[src/timer_defs.svh]
// offsets, field positions, reset values and timing counts of the timer channels
// assumes a 16-bit register port with byte addresses and even-aligned registers
`ifndef TIMER_DEFS_SVH
`define TIMER_DEFS_SVH

// ==========================================
// register offsets
`define CH0_GENERAL_A_ADDR 16'hffd8
`define CH0_GENERAL_B_ADDR 16'hffda
`define CH0_GENERAL_C_ADDR 16'hffdc
`define CH0_GENERAL_D_ADDR 16'hffde
`define CH1_CONTROL_ADDR   16'hff80
`define CH1_MODE_ADDR      16'hff82
`define CH1_IO_ADDR        16'hff84
`define CH1_STATUS_ADDR    16'hff86
`define CH1_COUNTER_ADDR   16'hff88
`define CH1_GENERAL_A_ADDR 16'hff8a
`define CH1_GENERAL_B_ADDR 16'hff8c
`define START_ADDR         16'hff8e
`define SYNC_ADDR          16'hff90
`define CH0_COUNTER_ADDR   16'hff92
`define CH0_CONTROL_ADDR   16'hff94

// ==========================================
// field positions
`define OVF_BIT            4
`define IO_INIT_BIT        2

// ==========================================
// reset values
`define GENERAL_RESET      16'hffff
`define COUNTER_RESET      16'h0000
`define COUNTER_MAX        16'hffff
`define CONTROL_RESET      7'h00
`define MODE_RESET         4'h0
`define IO_RESET           4'h0
`define MODE_READ_ONES     16'h00c0

// ==========================================
// prescaler divide ratios as powers of two
`define DIV4_LOG2          2
`define DIV16_LOG2         4
`define DIV64_LOG2         6
`define DIV256_LOG2        8

`endif

[src/timer_pkg.sv]
// types shared by the timer channel files
// assumes the constants of timer_defs.svh for offsets and reset values
package timer_pkg;

   // ==========================================
   // count source, clear source and mode codes
   typedef enum logic [2:0] {
      CLK_DIV1   = 3'h0,
      CLK_DIV4   = 3'h1,
      CLK_DIV16  = 3'h2,
      CLK_DIV64  = 3'h3,
      CLK_EXT_A  = 3'h4,
      CLK_EXT_B  = 3'h5,
      CLK_DIV256 = 3'h6,
      CLK_CH2    = 3'h7
   } clk_sel_t;

   typedef enum logic [1:0] {
      CLR_NONE  = 2'h0,
      CLR_GEN_A = 2'h1,
      CLR_GEN_B = 2'h2,
      CLR_SYNC  = 2'h3
   } clr_sel_t;

   typedef enum logic [3:0] {
      MODE_NORMAL = 4'h0,
      MODE_RSVD   = 4'h1,
      MODE_PWM1   = 4'h2,
      MODE_PWM2   = 4'h3,
      MODE_PHASE1 = 4'h4,
      MODE_PHASE2 = 4'h5,
      MODE_PHASE3 = 4'h6,
      MODE_PHASE4 = 4'h7
   } mode_t;

   // ==========================================
   // register layouts and bus request
   typedef struct packed {
      clr_sel_t   clear;
      logic [1:0] edge_sel;
      clk_sel_t   clk_sel;
   } ch1_control_t;

   typedef struct packed {
      logic       capture;
      logic       init_or_ch0;
      logic [1:0] action;
   } io_ctrl_t;

   typedef struct packed {
      logic [15:0] addr;
      logic [15:0] wdata;
      logic        wr;
      logic        rd;
   } reg_req_t;

endpackage
[src/pin_edge_detect.sv]
// two-flop synchroniser and edge selector for one pin
// assumes the pin is asynchronous to clk_sys_i
module pin_edge_detect (
   input  wire logic       clk_sys_i,
   input  wire logic       rst_n_i,
   input  wire logic       pin_i,
   input  wire logic [1:0] edge_sel_i,
   output logic            level_o,
   output logic            rise_o,
   output logic            fall_o,
   output logic            event_o
);

   logic [1:0] sync_q;
   logic       prev_q;

   // ==========================================
   // synchroniser and previous level
   always_ff @(posedge clk_sys_i) begin
      if (!rst_n_i) begin
         sync_q <= 2'h0;
         prev_q <= 1'b0;
      end else begin
         sync_q <= {sync_q[0], pin_i};
         prev_q <= sync_q[1];
      end
   end

   // ==========================================
   // edge select: 00 rising, 01 falling, 1x both
   assign level_o = sync_q[1];
   assign rise_o  = sync_q[1] & ~prev_q;
   assign fall_o  = ~sync_q[1] & prev_q;
   assign event_o = edge_sel_i[1] ? (rise_o | fall_o) : (edge_sel_i[0] ? fall_o : rise_o);

endmodule

[src/timer_channel_control.sv]
// timer channel 0 general registers and counter, channel 1 counter with count source,
// edge, clear, mode and general register A compare/capture control
// assumes a single 125 MHz clock, synchronous active-low reset, and asynchronous pins
`include "timer_defs.svh"

module timer_channel_control (
   input  wire logic              clk_sys_i,
   input  wire logic              rst_n_i,
   input  wire timer_pkg::reg_req_t bus_req_i,
   output logic [15:0]            rdata_o,
   input  wire logic              ext_clock_a_pin_i,
   input  wire logic              ext_clock_b_pin_i,
   input  wire logic              ch2_overflow_i,
   input  wire logic              ch1_io_a_pin_i,
   output logic                   ch1_io_a_pin_o,
   output logic                   ch1_io_a_pin_oe_n_o
);
   import timer_pkg::*;

   // ==========================================
   // decode helpers
   function automatic logic hit(input logic [15:0] a, input logic [15:0] off);
      hit = (a == off);
   endfunction

   function automatic logic is_phase(input logic [3:0] m);
      is_phase = (m[3:2] == 2'b01);
   endfunction

   // ==========================================
   // state
   logic [15:0]  ch0_gen_q [0:3];
   logic [15:0]  ch0_count_q;
   clr_sel_t     ch0_clear_q;
   logic         ch0_eq_a_q;
   logic         ch0_eq_b_q;
   ch1_control_t ch1_ctrl_q;
   logic [3:0]   ch1_mode_q;
   io_ctrl_t     ch1_io_q;
   logic [15:0]  ch1_count_q;
   logic [15:0]  ch1_count_d;
   logic [15:0]  ch1_gen_a_q;
   logic [15:0]  ch1_gen_b_q;
   logic         ch1_eq_a_q;
   logic         ch1_eq_b_q;
   logic [1:0]   start_q;
   logic [1:0]   sync_q;
   logic         overflow_flag_q;
   logic         overflow_flag_d;
   logic         ovf_armed_q;
   logic         pin_q;
   logic [7:0]   prescale_q;
   logic [15:0]  rdata_q;

   // ==========================================
   // bus decode
   wire         wr        = bus_req_i.wr;
   wire         rd        = bus_req_i.rd;
   wire [15:0]  addr      = bus_req_i.addr;
   wire [15:0]  wdata     = bus_req_i.wdata;
   wire         ch0_gen_hit = (addr[15:3] == 13'(`CH0_GENERAL_A_ADDR >> 3));
   wire [1:0]   ch0_gen_idx = addr[2:1];
   wire         wr_ch0_gen  = wr & ch0_gen_hit;
   wire         wr_ctrl     = wr & hit(addr, `CH1_CONTROL_ADDR);
   wire         wr_mode     = wr & hit(addr, `CH1_MODE_ADDR);
   wire         wr_io       = wr & hit(addr, `CH1_IO_ADDR);
   wire         wr_status   = wr & hit(addr, `CH1_STATUS_ADDR);
   wire         rd_status   = rd & hit(addr, `CH1_STATUS_ADDR);
   wire         wr_count    = wr & hit(addr, `CH1_COUNTER_ADDR);
   wire         wr_gen_a    = wr & hit(addr, `CH1_GENERAL_A_ADDR);
   wire         wr_gen_b    = wr & hit(addr, `CH1_GENERAL_B_ADDR);
   wire         wr_start    = wr & hit(addr, `START_ADDR);
   wire         wr_sync     = wr & hit(addr, `SYNC_ADDR);
   wire         wr_ch0_cnt  = wr & hit(addr, `CH0_COUNTER_ADDR);
   wire         wr_ch0_ctrl = wr & hit(addr, `CH0_CONTROL_ADDR);

   // ==========================================
   // pin synchronisers: 0 io pin, 1 clock a, 2 clock b
   wire [2:0]   pins    = {ext_clock_b_pin_i, ext_clock_a_pin_i, ch1_io_a_pin_i};
   logic [1:0]  edge_cfg [0:2];
   logic [2:0]  pin_lvl;
   logic [2:0]  pin_rise;
   logic [2:0]  pin_fall;
   logic [2:0]  pin_ev;

   assign edge_cfg[0] = ch1_io_q.action;
   assign edge_cfg[1] = ch1_ctrl_q.edge_sel;
   assign edge_cfg[2] = ch1_ctrl_q.edge_sel;

   genvar gi;
   generate
      for (gi = 0; gi < 3; gi++) begin : g_pin
         pin_edge_detect u_edge (
            .clk_sys_i  (clk_sys_i),
            .rst_n_i    (rst_n_i),
            .pin_i      (pins[gi]),
            .edge_sel_i (edge_cfg[gi]),
            .level_o    (pin_lvl[gi]),
            .rise_o     (pin_rise[gi]),
            .fall_o     (pin_fall[gi]),
            .event_o    (pin_ev[gi])
         );
      end
   endgenerate

   // ==========================================
   // prescaler ticks
   wire tick4   = &prescale_q[`DIV4_LOG2-1:0];
   wire tick16  = &prescale_q[`DIV16_LOG2-1:0];
   wire tick64  = &prescale_q[`DIV64_LOG2-1:0];
   wire tick256 = &prescale_q[`DIV256_LOG2-1:0];

   // ==========================================
   // channel 1 count source
   wire count_src =
      (ch1_ctrl_q.clk_sel == CLK_DIV1)   ? 1'b1 :
      (ch1_ctrl_q.clk_sel == CLK_DIV4)   ? tick4 :
      (ch1_ctrl_q.clk_sel == CLK_DIV16)  ? tick16 :
      (ch1_ctrl_q.clk_sel == CLK_DIV64)  ? tick64 :
      (ch1_ctrl_q.clk_sel == CLK_EXT_A)  ? pin_ev[1] :
      (ch1_ctrl_q.clk_sel == CLK_EXT_B)  ? pin_ev[2] :
      (ch1_ctrl_q.clk_sel == CLK_DIV256) ? tick256 :
      ch2_overflow_i;

   // quadrature from pins a and b
   wire q_up = (pin_rise[1] & ~pin_lvl[2]) | (pin_fall[1] & pin_lvl[2]) |
               (pin_rise[2] & pin_lvl[1]) | (pin_fall[2] & ~pin_lvl[1]);
   wire q_dn = (pin_rise[1] & pin_lvl[2]) | (pin_fall[1] & ~pin_lvl[2]) |
               (pin_rise[2] & ~pin_lvl[1]) | (pin_fall[2] & pin_lvl[1]);

   wire phase   = is_phase(ch1_mode_q);
   wire count_up = start_q[1] & (phase ? (q_up & ~q_dn) : count_src);
   wire count_dn = start_q[1] & phase & q_dn & ~q_up;

   // ==========================================
   // matches and captures
   wire ch0_eq_a    = (ch0_count_q == ch0_gen_q[0]);
   wire ch0_eq_b    = (ch0_count_q == ch0_gen_q[1]);
   wire ch0_match_a = ch0_eq_a & ~ch0_eq_a_q;
   wire ch0_match_b = ch0_eq_b & ~ch0_eq_b_q;
   wire ch1_eq_a    = (ch1_count_q == ch1_gen_a_q);
   wire ch1_eq_b    = (ch1_count_q == ch1_gen_b_q);
   wire ch1_match_a = ~ch1_io_q.capture & ch1_eq_a & ~ch1_eq_a_q;
   wire ch1_match_b = ch1_eq_b & ~ch1_eq_b_q;
   wire capture_a   = ch1_io_q.capture &
                      (ch1_io_q.init_or_ch0 ? ch0_match_a : pin_ev[0]);

   // ==========================================
   // counter clearing
   wire sync_both = &sync_q;
   wire ch0_own_clear = ((ch0_clear_q == CLR_GEN_A) & ch0_match_a) |
                        ((ch0_clear_q == CLR_GEN_B) & ch0_match_b);
   wire ch1_own_clear = ((ch1_ctrl_q.clear == CLR_GEN_A) & (ch1_match_a | capture_a)) |
                        ((ch1_ctrl_q.clear == CLR_GEN_B) & ch1_match_b);
   wire ch0_clear = ch0_own_clear | ((ch0_clear_q == CLR_SYNC) & sync_both & ch1_own_clear);
   wire ch1_clear = ch1_own_clear |
                    ((ch1_ctrl_q.clear == CLR_SYNC) & sync_both & ch0_own_clear);

   // ==========================================
   // next counter value and overflow
   assign ch1_count_d = ch1_clear ? `COUNTER_RESET :
                        wr_count  ? wdata :
                        count_up  ? ch1_count_q + 16'h0001 :
                        count_dn  ? ch1_count_q - 16'h0001 :
                        ch1_count_q;

   wire ovf_set   = count_up & ~ch1_clear & ~wr_count &
                    (ch1_count_q == `COUNTER_MAX);
   wire ovf_clear = wr_status & ovf_armed_q & ~wdata[`OVF_BIT];
   assign overflow_flag_d = ovf_set | (overflow_flag_q & ~ovf_clear);

   // ==========================================
   // read multiplexer
   wire [15:0] rd_mux =
      ch0_gen_hit                    ? ch0_gen_q[ch0_gen_idx] :
      hit(addr, `CH1_CONTROL_ADDR)   ? {9'h000, ch1_ctrl_q} :
      hit(addr, `CH1_MODE_ADDR)      ? (`MODE_READ_ONES | {12'h000, ch1_mode_q}) :
      hit(addr, `CH1_IO_ADDR)        ? {12'h000, ch1_io_q} :
      hit(addr, `CH1_STATUS_ADDR)    ? {11'h000, overflow_flag_q, 4'h0} :
      hit(addr, `CH1_COUNTER_ADDR)   ? ch1_count_q :
      hit(addr, `CH1_GENERAL_A_ADDR) ? ch1_gen_a_q :
      hit(addr, `CH1_GENERAL_B_ADDR) ? ch1_gen_b_q :
      hit(addr, `START_ADDR)         ? {14'h0000, start_q} :
      hit(addr, `SYNC_ADDR)          ? {14'h0000, sync_q} :
      hit(addr, `CH0_COUNTER_ADDR)   ? ch0_count_q :
      hit(addr, `CH0_CONTROL_ADDR)   ? {14'h0000, ch0_clear_q} :
      16'h0000;

   // ==========================================
   // channel 0
   always_ff @(posedge clk_sys_i) begin
      if (!rst_n_i) begin
         for (int i = 0; i < 4; i++) begin
            ch0_gen_q[i] <= `GENERAL_RESET;
         end
         ch0_count_q <= `COUNTER_RESET;
         ch0_clear_q <= CLR_NONE;
         ch0_eq_a_q  <= 1'b0;
         ch0_eq_b_q  <= 1'b0;
      end else begin
         if (wr_ch0_gen) begin
            ch0_gen_q[ch0_gen_idx] <= wdata;
         end
         if (ch0_clear) begin
            ch0_count_q <= `COUNTER_RESET;
         end else if (wr_ch0_cnt) begin
            ch0_count_q <= wdata;
         end else if (start_q[0]) begin
            ch0_count_q <= ch0_count_q + 16'h0001;
         end
         if (wr_ch0_ctrl) begin
            ch0_clear_q <= clr_sel_t'(wdata[1:0]);
         end
         ch0_eq_a_q <= ch0_eq_a;
         ch0_eq_b_q <= ch0_eq_b;
      end
   end

   // ==========================================
   // channel 1 configuration
   always_ff @(posedge clk_sys_i) begin
      if (!rst_n_i) begin
         ch1_ctrl_q <= `CONTROL_RESET;
         ch1_mode_q <= `MODE_RESET;
         ch1_io_q   <= `IO_RESET;
         start_q    <= 2'h0;
         sync_q     <= 2'h0;
      end else begin
         if (wr_ctrl) begin
            ch1_ctrl_q <= wdata[6:0];
         end
         if (wr_mode) begin
            ch1_mode_q <= wdata[3:0];
         end
         if (wr_io) begin
            ch1_io_q <= wdata[3:0];
         end
         if (wr_start) begin
            start_q <= wdata[1:0];
         end
         if (wr_sync) begin
            sync_q <= wdata[1:0];
         end
      end
   end

   // ==========================================
   // channel 1 counter, general registers and flag
   always_ff @(posedge clk_sys_i) begin
      if (!rst_n_i) begin
         ch1_count_q     <= `COUNTER_RESET;
         ch1_gen_a_q     <= `GENERAL_RESET;
         ch1_gen_b_q     <= `GENERAL_RESET;
         ch1_eq_a_q      <= 1'b0;
         ch1_eq_b_q      <= 1'b0;
         overflow_flag_q <= 1'b0;
         ovf_armed_q     <= 1'b0;
      end else begin
         ch1_count_q     <= ch1_count_d;
         ch1_eq_a_q      <= ch1_eq_a;
         ch1_eq_b_q      <= ch1_eq_b;
         overflow_flag_q <= overflow_flag_d;
         if (capture_a) begin
            ch1_gen_a_q <= ch1_count_q;
         end else if (wr_gen_a) begin
            ch1_gen_a_q <= wdata;
         end
         if (wr_gen_b) begin
            ch1_gen_b_q <= wdata;
         end
         if (wr_status) begin
            ovf_armed_q <= 1'b0;
         end else if (rd_status & overflow_flag_q) begin
            ovf_armed_q <= 1'b1;
         end
      end
   end

   // ==========================================
   // compare output pin
   always_ff @(posedge clk_sys_i) begin
      if (!rst_n_i) begin
         pin_q <= 1'b0;
      end else if (wr_io & ~wdata[3]) begin
         pin_q <= wdata[`IO_INIT_BIT];
      end else if (ch1_match_a) begin
         case (ch1_io_q.action)
            2'h1:    pin_q <= 1'b0;
            2'h2:    pin_q <= 1'b1;
            2'h3:    pin_q <= ~pin_q;
            default: pin_q <= pin_q;
         endcase
      end
   end

   assign ch1_io_a_pin_o      = pin_q;
   assign ch1_io_a_pin_oe_n_o = ch1_io_q.capture | (ch1_io_q.action == 2'h0);

   // ==========================================
   // prescaler and read data
   always_ff @(posedge clk_sys_i) begin
      if (!rst_n_i) begin
         prescale_q <= 8'h00;
         rdata_q    <= 16'h0000;
      end else begin
         prescale_q <= prescale_q + 8'h01;
         rdata_q    <= rd ? rd_mux : 16'h0000;
      end
   end

   assign rdata_o = rdata_q;

endmodule

[config.mk]
export PLATFORM = sky130hd
export DESIGN_NAME = timer_channel_control
export DESIGN_NICKNAME = d
export VERILOG_FILES = /design/src/timer_pkg.sv /design/src/pin_edge_detect.sv /design/src/timer_channel_control.sv
export VERILOG_INCLUDE_DIRS = /design/src
export SDC_FILE = /design/constraint.sdc
export NUM_CORES = 1
export LEC_CHECK = 0
export BUFFER_PORTS_ARGS = -buffer_cell sky130_fd_sc_hd__buf_4
export CAP_MARGIN = 0
export CORE_MARGIN = 5
export CORE_UTILIZATION = 56
export CTS_CLUSTER_DIAMETER = 200
export DETAILED_ROUTE_END_ITERATION = 10
export GPL_ROUTABILITY_DRIVEN = 1
export GPL_TIMING_DRIVEN = 0
export PLACE_DENSITY = 0.85
export SETUP_SLACK_MARGIN = 0.1
export SKIP_LAST_GASP = 1
export SYNTH_ARGS = -nofsm -noshare
export SYNTH_HDL_FRONTEND = slang
export SYNTH_SLANG_ARGS = --single-unit
[constraint.sdc]
create_clock -name clk_sys_i -period 4.1 [get_ports clk_sys_i]
set_input_delay 0.205 -clock clk_sys_i [delete_from_list [all_inputs] [get_ports clk_sys_i]]
set_output_delay 0.205 -clock clk_sys_i [all_outputs]
set_load 0.01 [all_outputs]
# After elaboration in Yosys (flattened, before gate mapping)
# Memories as Yosys holds them, arrays and structs flattened.
# Index checks and enable logic that the tools add are counted.
# Widths: inputs -> output; s select.
# word_totals
ff_bits	125
ramBits	64
in_bits	40
output_inout_bits	18
elab_cells	219
memories	1
# op_classes
n_addsub	4
n_eq_ne	33
n_mux	44
bitwise	90
n_reduce_logical	18
# mem_list
name	words	width	read_ports	rd_clocked_by_memory_dff	wr	line	text
ch0_gen_q	4	16	3	0	4	timer_channel_control.sv:32	logic [15:0] ch0_gen_q [0:3];
# ops
op	n
$mux 16	19
$eq 16x16->1 const B	12
$eq 16x16->1	4
$and 1x1->1	54
$add 16x1->16 const B	2
$mux 1	22
$not 1->1	20
$or 1x1->1	16
$reduce_or 16->1	1
$sub 16x1->16 const B	1
$eq 13x13->1 const B	1
$eq 2x2->1 const B	6
$eq 3x3->1 const B	3
$add 8x1->8 const B	1
$eq 2x1->1 const B	4
$reduce_and 2->1	4
$reduce_and 8->1	1
$eq 3x2->1 const B	2
$reduce_and 6->1	1
$reduce_bool 2->1	3
$reduce_or 2->1	3
$mux 2	2
$reduce_and 4->1	1
$reduce_bool 4->1	1
other kinds (5)	5

# Depth between registers and ports, before layout
# logic_depth
word_depth	16
ltp_mapped	17
ltp_nobuf	17

# Hierarchy
# Synthesis repeated with hierarchy kept, for this count alone.
# hier_totals
cells_unflattened	1102
hier_area_um2	10226.1
# modules_own_cells
module	instances	cells_each	area_each_um2	seq_area_each_um2
timer_channel_control	1	1066	9831.9	4244.1
pin_edge_detect	3	12	131.4	60.1

# Worst setup path after synthesis
# Ideal clock, no wire load.
# synth_path
path_type	flip-flop to flip-flop
startpoint	register g_pin[1].u_edge.sync_q[1]
endpoint	register ch1_count_q[15]
setup_ns	0.087
arrival_time_ns	3.988
required_time_ns	4.013
setup_slack_ns	0.024
path_stages_with_launch	17
n_path_buf	0
synth_period_minus_slack_ns	4.076
cell_sequence	dfxtp_1 > ha_1 > mux2_2 > o21ai_0 > o41ai_1 > a2111oi_4 > nor3_2 > inv_1 > ha_1 > nand2_1 > o21ai_0 > o211ai_1 > a31oi_1 > o21ai_0 > a21boi_0 > mux2_2 > nor4b_2
# synth_via
elab_chain_len	13
word_cells_on_any_way	35
cone_classes	10 x mux; 24 x bitwise; 1 x reduce/logical
# synth_rtl
element	line	text
start, declared	pin_edge_detect.sv:14	logic [1:0] sync_q;
start signal, assigned	pin_edge_detect.sv:24	sync_q <= {sync_q[0], pin_i};
$not 1->1	pin_edge_detect.sv:33, timer_channel_control.sv:127, timer_channel_control.sv:129	
$and 1x1->1	pin_edge_detect.sv:33	assign fall_o = ~sync_q[1] & prev_q;
$mux 1 / $or 1x1->1 (equally long branches)	pin_edge_detect.sv:34	assign event_o = edge_sel_i[1] ? (rise_o | fall_o) : (edge_sel_i[0] ? fall_o : rise_o);
$mux 1	pin_edge_detect.sv:34	
$mux 1	timer_channel_control.sv:120	(ch1_ctrl_q.clk_sel == CLK_EXT_A) ? pin_ev[1] :
$mux 1	timer_channel_control.sv:119	(ch1_ctrl_q.clk_sel == CLK_DIV64) ? tick64 :
$mux 1	timer_channel_control.sv:118	(ch1_ctrl_q.clk_sel == CLK_DIV16) ? tick16 :
$mux 1	timer_channel_control.sv:117	(ch1_ctrl_q.clk_sel == CLK_DIV4) ? tick4 :
$mux 1	timer_channel_control.sv:116	(ch1_ctrl_q.clk_sel == CLK_DIV1) ? 1'b1 :
$mux 1	timer_channel_control.sv:132	wire count_up = start_q[1] & (phase ? (q_up & ~q_dn) : count_src);
$and 1x1->1	timer_channel_control.sv:132	
$mux 16	timer_channel_control.sv:163	count_up ? ch1_count_q + 16'h0001 :
$mux 16	timer_channel_control.sv:162	wr_count ? wdata :
end signal, assigned	timer_channel_control.sv:251	ch1_count_q <= `COUNTER_RESET;
end signal, assigned	timer_channel_control.sv:259	ch1_count_q <= ch1_count_d;
end, declared	timer_channel_control.sv:40	logic [15:0] ch1_count_q;
# Several ways; a longest one is shown, not always the timed one.
# A chain may end at the register's enable or synchronous reset.

# Final worst setup path
# Same ends and word-level chain as after synthesis.

==> out/qor.yml <==
status:
  outcome: "complete, no violations"
floorplan:
  die_x_um: 146.7
  core_region_area_mm2: 0.01858
  io_pins: 58
  die_h_um: 146.7
  dieArea_mm2: 0.02153
  initial_utilization_pct: 56.35
  rows: 50
placement:
  io_buffers: 53
  place_congestion: 0.9802
  hpwl_mm: 23.05
  dpl-instance-area_mm2: 0.01118
  dp_cells: 1386
drt:
  route.detailed.drc: 0
  routedWlPerCell_um: 22.74
  drt-initial-drc-count: 1395
  via_per_inst: 6.568
  wl_mm: 32.64
  dr.pass1.iters: 9
  vias: 9425
  postRouteAntennaNets: 0
critical_path:
  cp_common_cell: "mux2_2"
  crit_path_max_fanout: 6
  rrSetupSlack_ns: 0.17
  endpoint: "ch1_count_q[15]"
  critical_path.top_delay_family: "compound AO/OA/AOI/OAI gates"
  cpMaxStageDelayCell: "o41ai_2"
  required_ns: 4.46
  path_class: "flip-flop to flip-flop"
  cp-startpoint: "g_pin[1].u_edge.sync_q[1]"
  cp-start-kind: "flip-flop"
  cp-end-kind: "flip-flop"
  regToRegStartpoint: "g_pin[1].u_edge.sync_q[1]"
  reg2reg_to: "ch1_count_q[15]"
  reg2reg_depth: 17
  cp_cell_sequence: "inv_2, ha_4, mux2_2, o21ai_1, o41ai_2, a2111oi_4, nor3_4, clkinvlp_4, buf_4, ha_1, and3_1, o211ai_1, a31oi_2, o21ai_2, a21boi_2, mux2_2, nor4b_2"
  slowest_delay_ns: 0.44
  cp.buffers_inverters: 3
  cp.arrival_ns: 4.29
  cp_num_cells: 17
cells_and_area:
  syn_to_final_growth_pct: 15.16
  antennaDiodeCount: 0
  final_nets: 1251
  final_area_mm2: 0.01206
  fill_cells: 1406
  drive_gt1_share_pct: 16.57
  stdcell_count: 1435
sta:
  period_minus_slack_ns: 3.928
  setup_viol: 0
  drv_slew: 0
  whs_ns: 0.02203
  skew_ns: 0.01747
  finalHoldViolCount: 0
  relSlewSlack_pct: 15.71
  fin_crit_sh_pct: 95.81
  worst_pin_slew_ns: 1.255
  grt_setup_unrepaired: "yes"
  clock.fmax_mhz: 254.6
  setup_tns_ns: 0
logic_synthesis:
  synth_commonest_cells: "125 x dfxtp_1, 115 x nand2_1, 80 x nor2_1, 76 x clkbuf_1, 64 x edfxtp_1"
  synth_nets: 1161
  yosysTopAreaCell: "dfxtp_1"
  syn_area_mm2: 0.01047
  synth-seq-area-share_pct: 42.26
  ys_ff_latch: 189
  ys_warn_count: 0
  synth_top_area_share_pct: 23.90
  synth_cell_types: 68
  yosysMostFrequentCell: "dfxtp_1"
  synthFlopType: "dfxtp_1"
  async_flop_share_pct: 0
  synth-edff-count: 64
  synth_area_per_cell_um2: 9.536
  synth_cells: 1098
  synthTopCellsByArea: "dfxtp_1 24%, edfxtp_1 18%, xor2_1 4.9%, nand2_1 4.1%, mux2i_1 3.7%"
global_routing:
  grt_pass1_vias: 9016
  grt_max_degree: 21
  track_usage_pct: 29.64
  grt_pass1_wl_mm: 50.24
  grt_overflow: 0
  antenna_found_initial: 0
run:
  maxCapViolCount: 0
pwr:
  power.density_mw_per_mm2: 327.9
  cellLeakagePower_nw: 4.190
  max-vdd-ir-drop_mv: 0.2741
cts:
  clock-root-buffer: "clkbuf_16"
  clk_pin_slew_worst_paths_ns: 0.08
  clock_path_buffers: 2
  clock_latency_ns: 0.45
  cts_sinks: 189
  cts_made_buffers: 17
  ctsHtreeMaxLevel: 4
  cts_tree: "yes"
worst_hold_path:
  hold_path_class: "input pin to flip-flop"
==> report_power, final <==
| part | leakage [nW] | internal, mW | switching [mW] |
|---|---|---|---|
| Combinational | 2.24 | 0.0920 | 0.165 |
| Clock | 0.297 | 0.858 | 0.845 |
| Sequential | 1.66 | 1.97 | 0.0233 |
| Total | 4.19 | 2.92 | 1.03 |
==> worst min path at each step <==
stage | startpoint | slack [ns] | to | cells after the start
final | bus_req_i[0] | 0.02 | ovf_armed_q | 3
after global routing | bus_req_i[0] | 0.03 | ovf_armed_q | 3
after CTS | bus_req_i[0] | 0.02 | ovf_armed_q | 3
after detailed placement | g_pin[0].u_edge.sync_q[0] | 0.42 | g_pin[0].u_edge.sync_q[1] | 1
after global placement | ext_clock_a_pin_i | 0.41 | g_pin[1].u_edge.sync_q[0] | 2
after floorplan | bus_req_i[12] | 0.33 | ch1_gen_b_q[10] | 2
==> per-layer routing <==
metal  vias up  part of all wire, %  global-route usage [%]  wire, um
met2       678                   46                   46.42     14860
met5         -                    0                       0         0
met4         0                  5.4                   15.00      1749
met3       158                   11                   7.002      3743
met1      4417                   38                   38.55     12290
li1       4172                    -                       -         -
==> through the flow <==
step | utilization, % | worst slack, ns | power, mW
2_1_floorplan | - | 0.1957 | 2.158
5_1_grt | 64.90 | -0.0009992 | 4.036
3_5_place_dp | 60.17 | -0.6227 | 2.274
4_1_cts | 63.97 | 0.1203 | 3.932
6_report | 64.90 | 0.1719 | 3.954
3_3_place_gp | 60.11 | -0.5193 | 2.265
==> sequential cells by signal, indices dropped and copies added, names as in the netlist, 2 cells and up <==
register / flops
ch1_io_q: 4
g_pin.u_edge.prev_q: 3
ch0_gen_q: 64
ch1_mode_q: 4
ch1_gen_a_q: 16
ch1_count_q: 16
start_q: 2
prescale_q: 8
ch1_ctrl_q: 7
ch0_clear_q: 2
sync_q: 2
rdata_o: 16
g_pin.u_edge.sync_q: 6
ch1_gen_b_q: 16
ch0_count_q: 16
==> worst reg2reg max path, stage by stage (launching register included) <==
cell        delay [ns]
dfxtp_2           0.36
inv_2             0.08
ha_4              0.16
mux2_2            0.15
o21ai_1           0.07
o41ai_2           0.44
a2111oi_4         0.10
nor3_4            0.30
clkinvlp_4        0.21
buf_4             0.20
ha_1              0.32
and3_1            0.18
o211ai_1          0.14
a31oi_2           0.26
o21ai_2           0.10
a21boi_2          0.18
mux2_2            0.36
nor4b_2           0.21
==> cell families after synthesis <==
| kind of cell | Yosys count | share of synthesized area [%] |
|---|---|---|
| and+or+nand+nor | 418 | 19.92 |
| adders and majority gates | 23 | 2.820 |
| buffers and inverters | 110 | 4.410 |
| xor gates and xnor gates | 93 | 7.780 |
| DFF | 189 | 42.26 |
| muxes | 77 | 9.536 |
| AOI/OAI and AO/OA | 188 | 13.28 |
==> cell type report <==
type,instances,area (um^2),area share (%)
multi-input combinational,799,5717,47.41
sequential,189,4429,36.73
timing repair buffer,70,536.8,4.452
clock buffer,18,450.4,3.736
buffer,90,386.6,3.206
tap,234,292.8,2.428
clock inverter,14,160.2,1.328
inverter,20,77.57,0.6434
timing repair inverter,1,7.507,0.06226
==> placed cells by master (no fill, tap or decap), types with 5 or more instances in the layout <==
master | Yosys | routed
clkbuf_1 | 76 | 76
buf_4 | 1 | 67
dfxtp_1 | 125 | 121
o21a_1 | 5 | 5
a222oi_1 | 15 | 15
mux2i_1 | 39 | 39
o21ai_0 | 24 | 18
nor2_1 | 80 | 79
clkbuf_16 | 0 | 18
mux4_2 | 16 | 16
a211oi_1 | 25 | 23
and2_1 | 10 | 10
and3_1 | 13 | 13
a21oi_1 | 48 | 47
a22oi_1 | 15 | 15
or3_1 | 36 | 36
edfxtp_1 | 64 | 64
nand3_1 | 49 | 48
nor4_1 | 17 | 17
ha_1 | 22 | 15
inv_1 | 19 | 17
a211oi_2 | 10 | 12
buf_6 | 5 | 6
nand2_1 | 115 | 115
xor2_1 | 58 | 58
nand2b_1 | 35 | 35
mux2_2 | 22 | 22
a31oi_1 | 8 | 7
xnor2_1 | 35 | 35
nor3_1 | 16 | 16
and4_1 | 5 | 5
nor2b_1 | 7 | 7
buf_2 | 5 | 5
nand4_1 | 25 | 25
==> repair_timing <==
item,CTS,global route
endpoints found under the hold margin,3,0
cloned,0,1
hold buffers,3,0
resized for setup,7,28
endpoints found under the setup margin,10,7
buffers inserted,7,6
pin swaps,5,10
(Power assumes the default switching activity.)
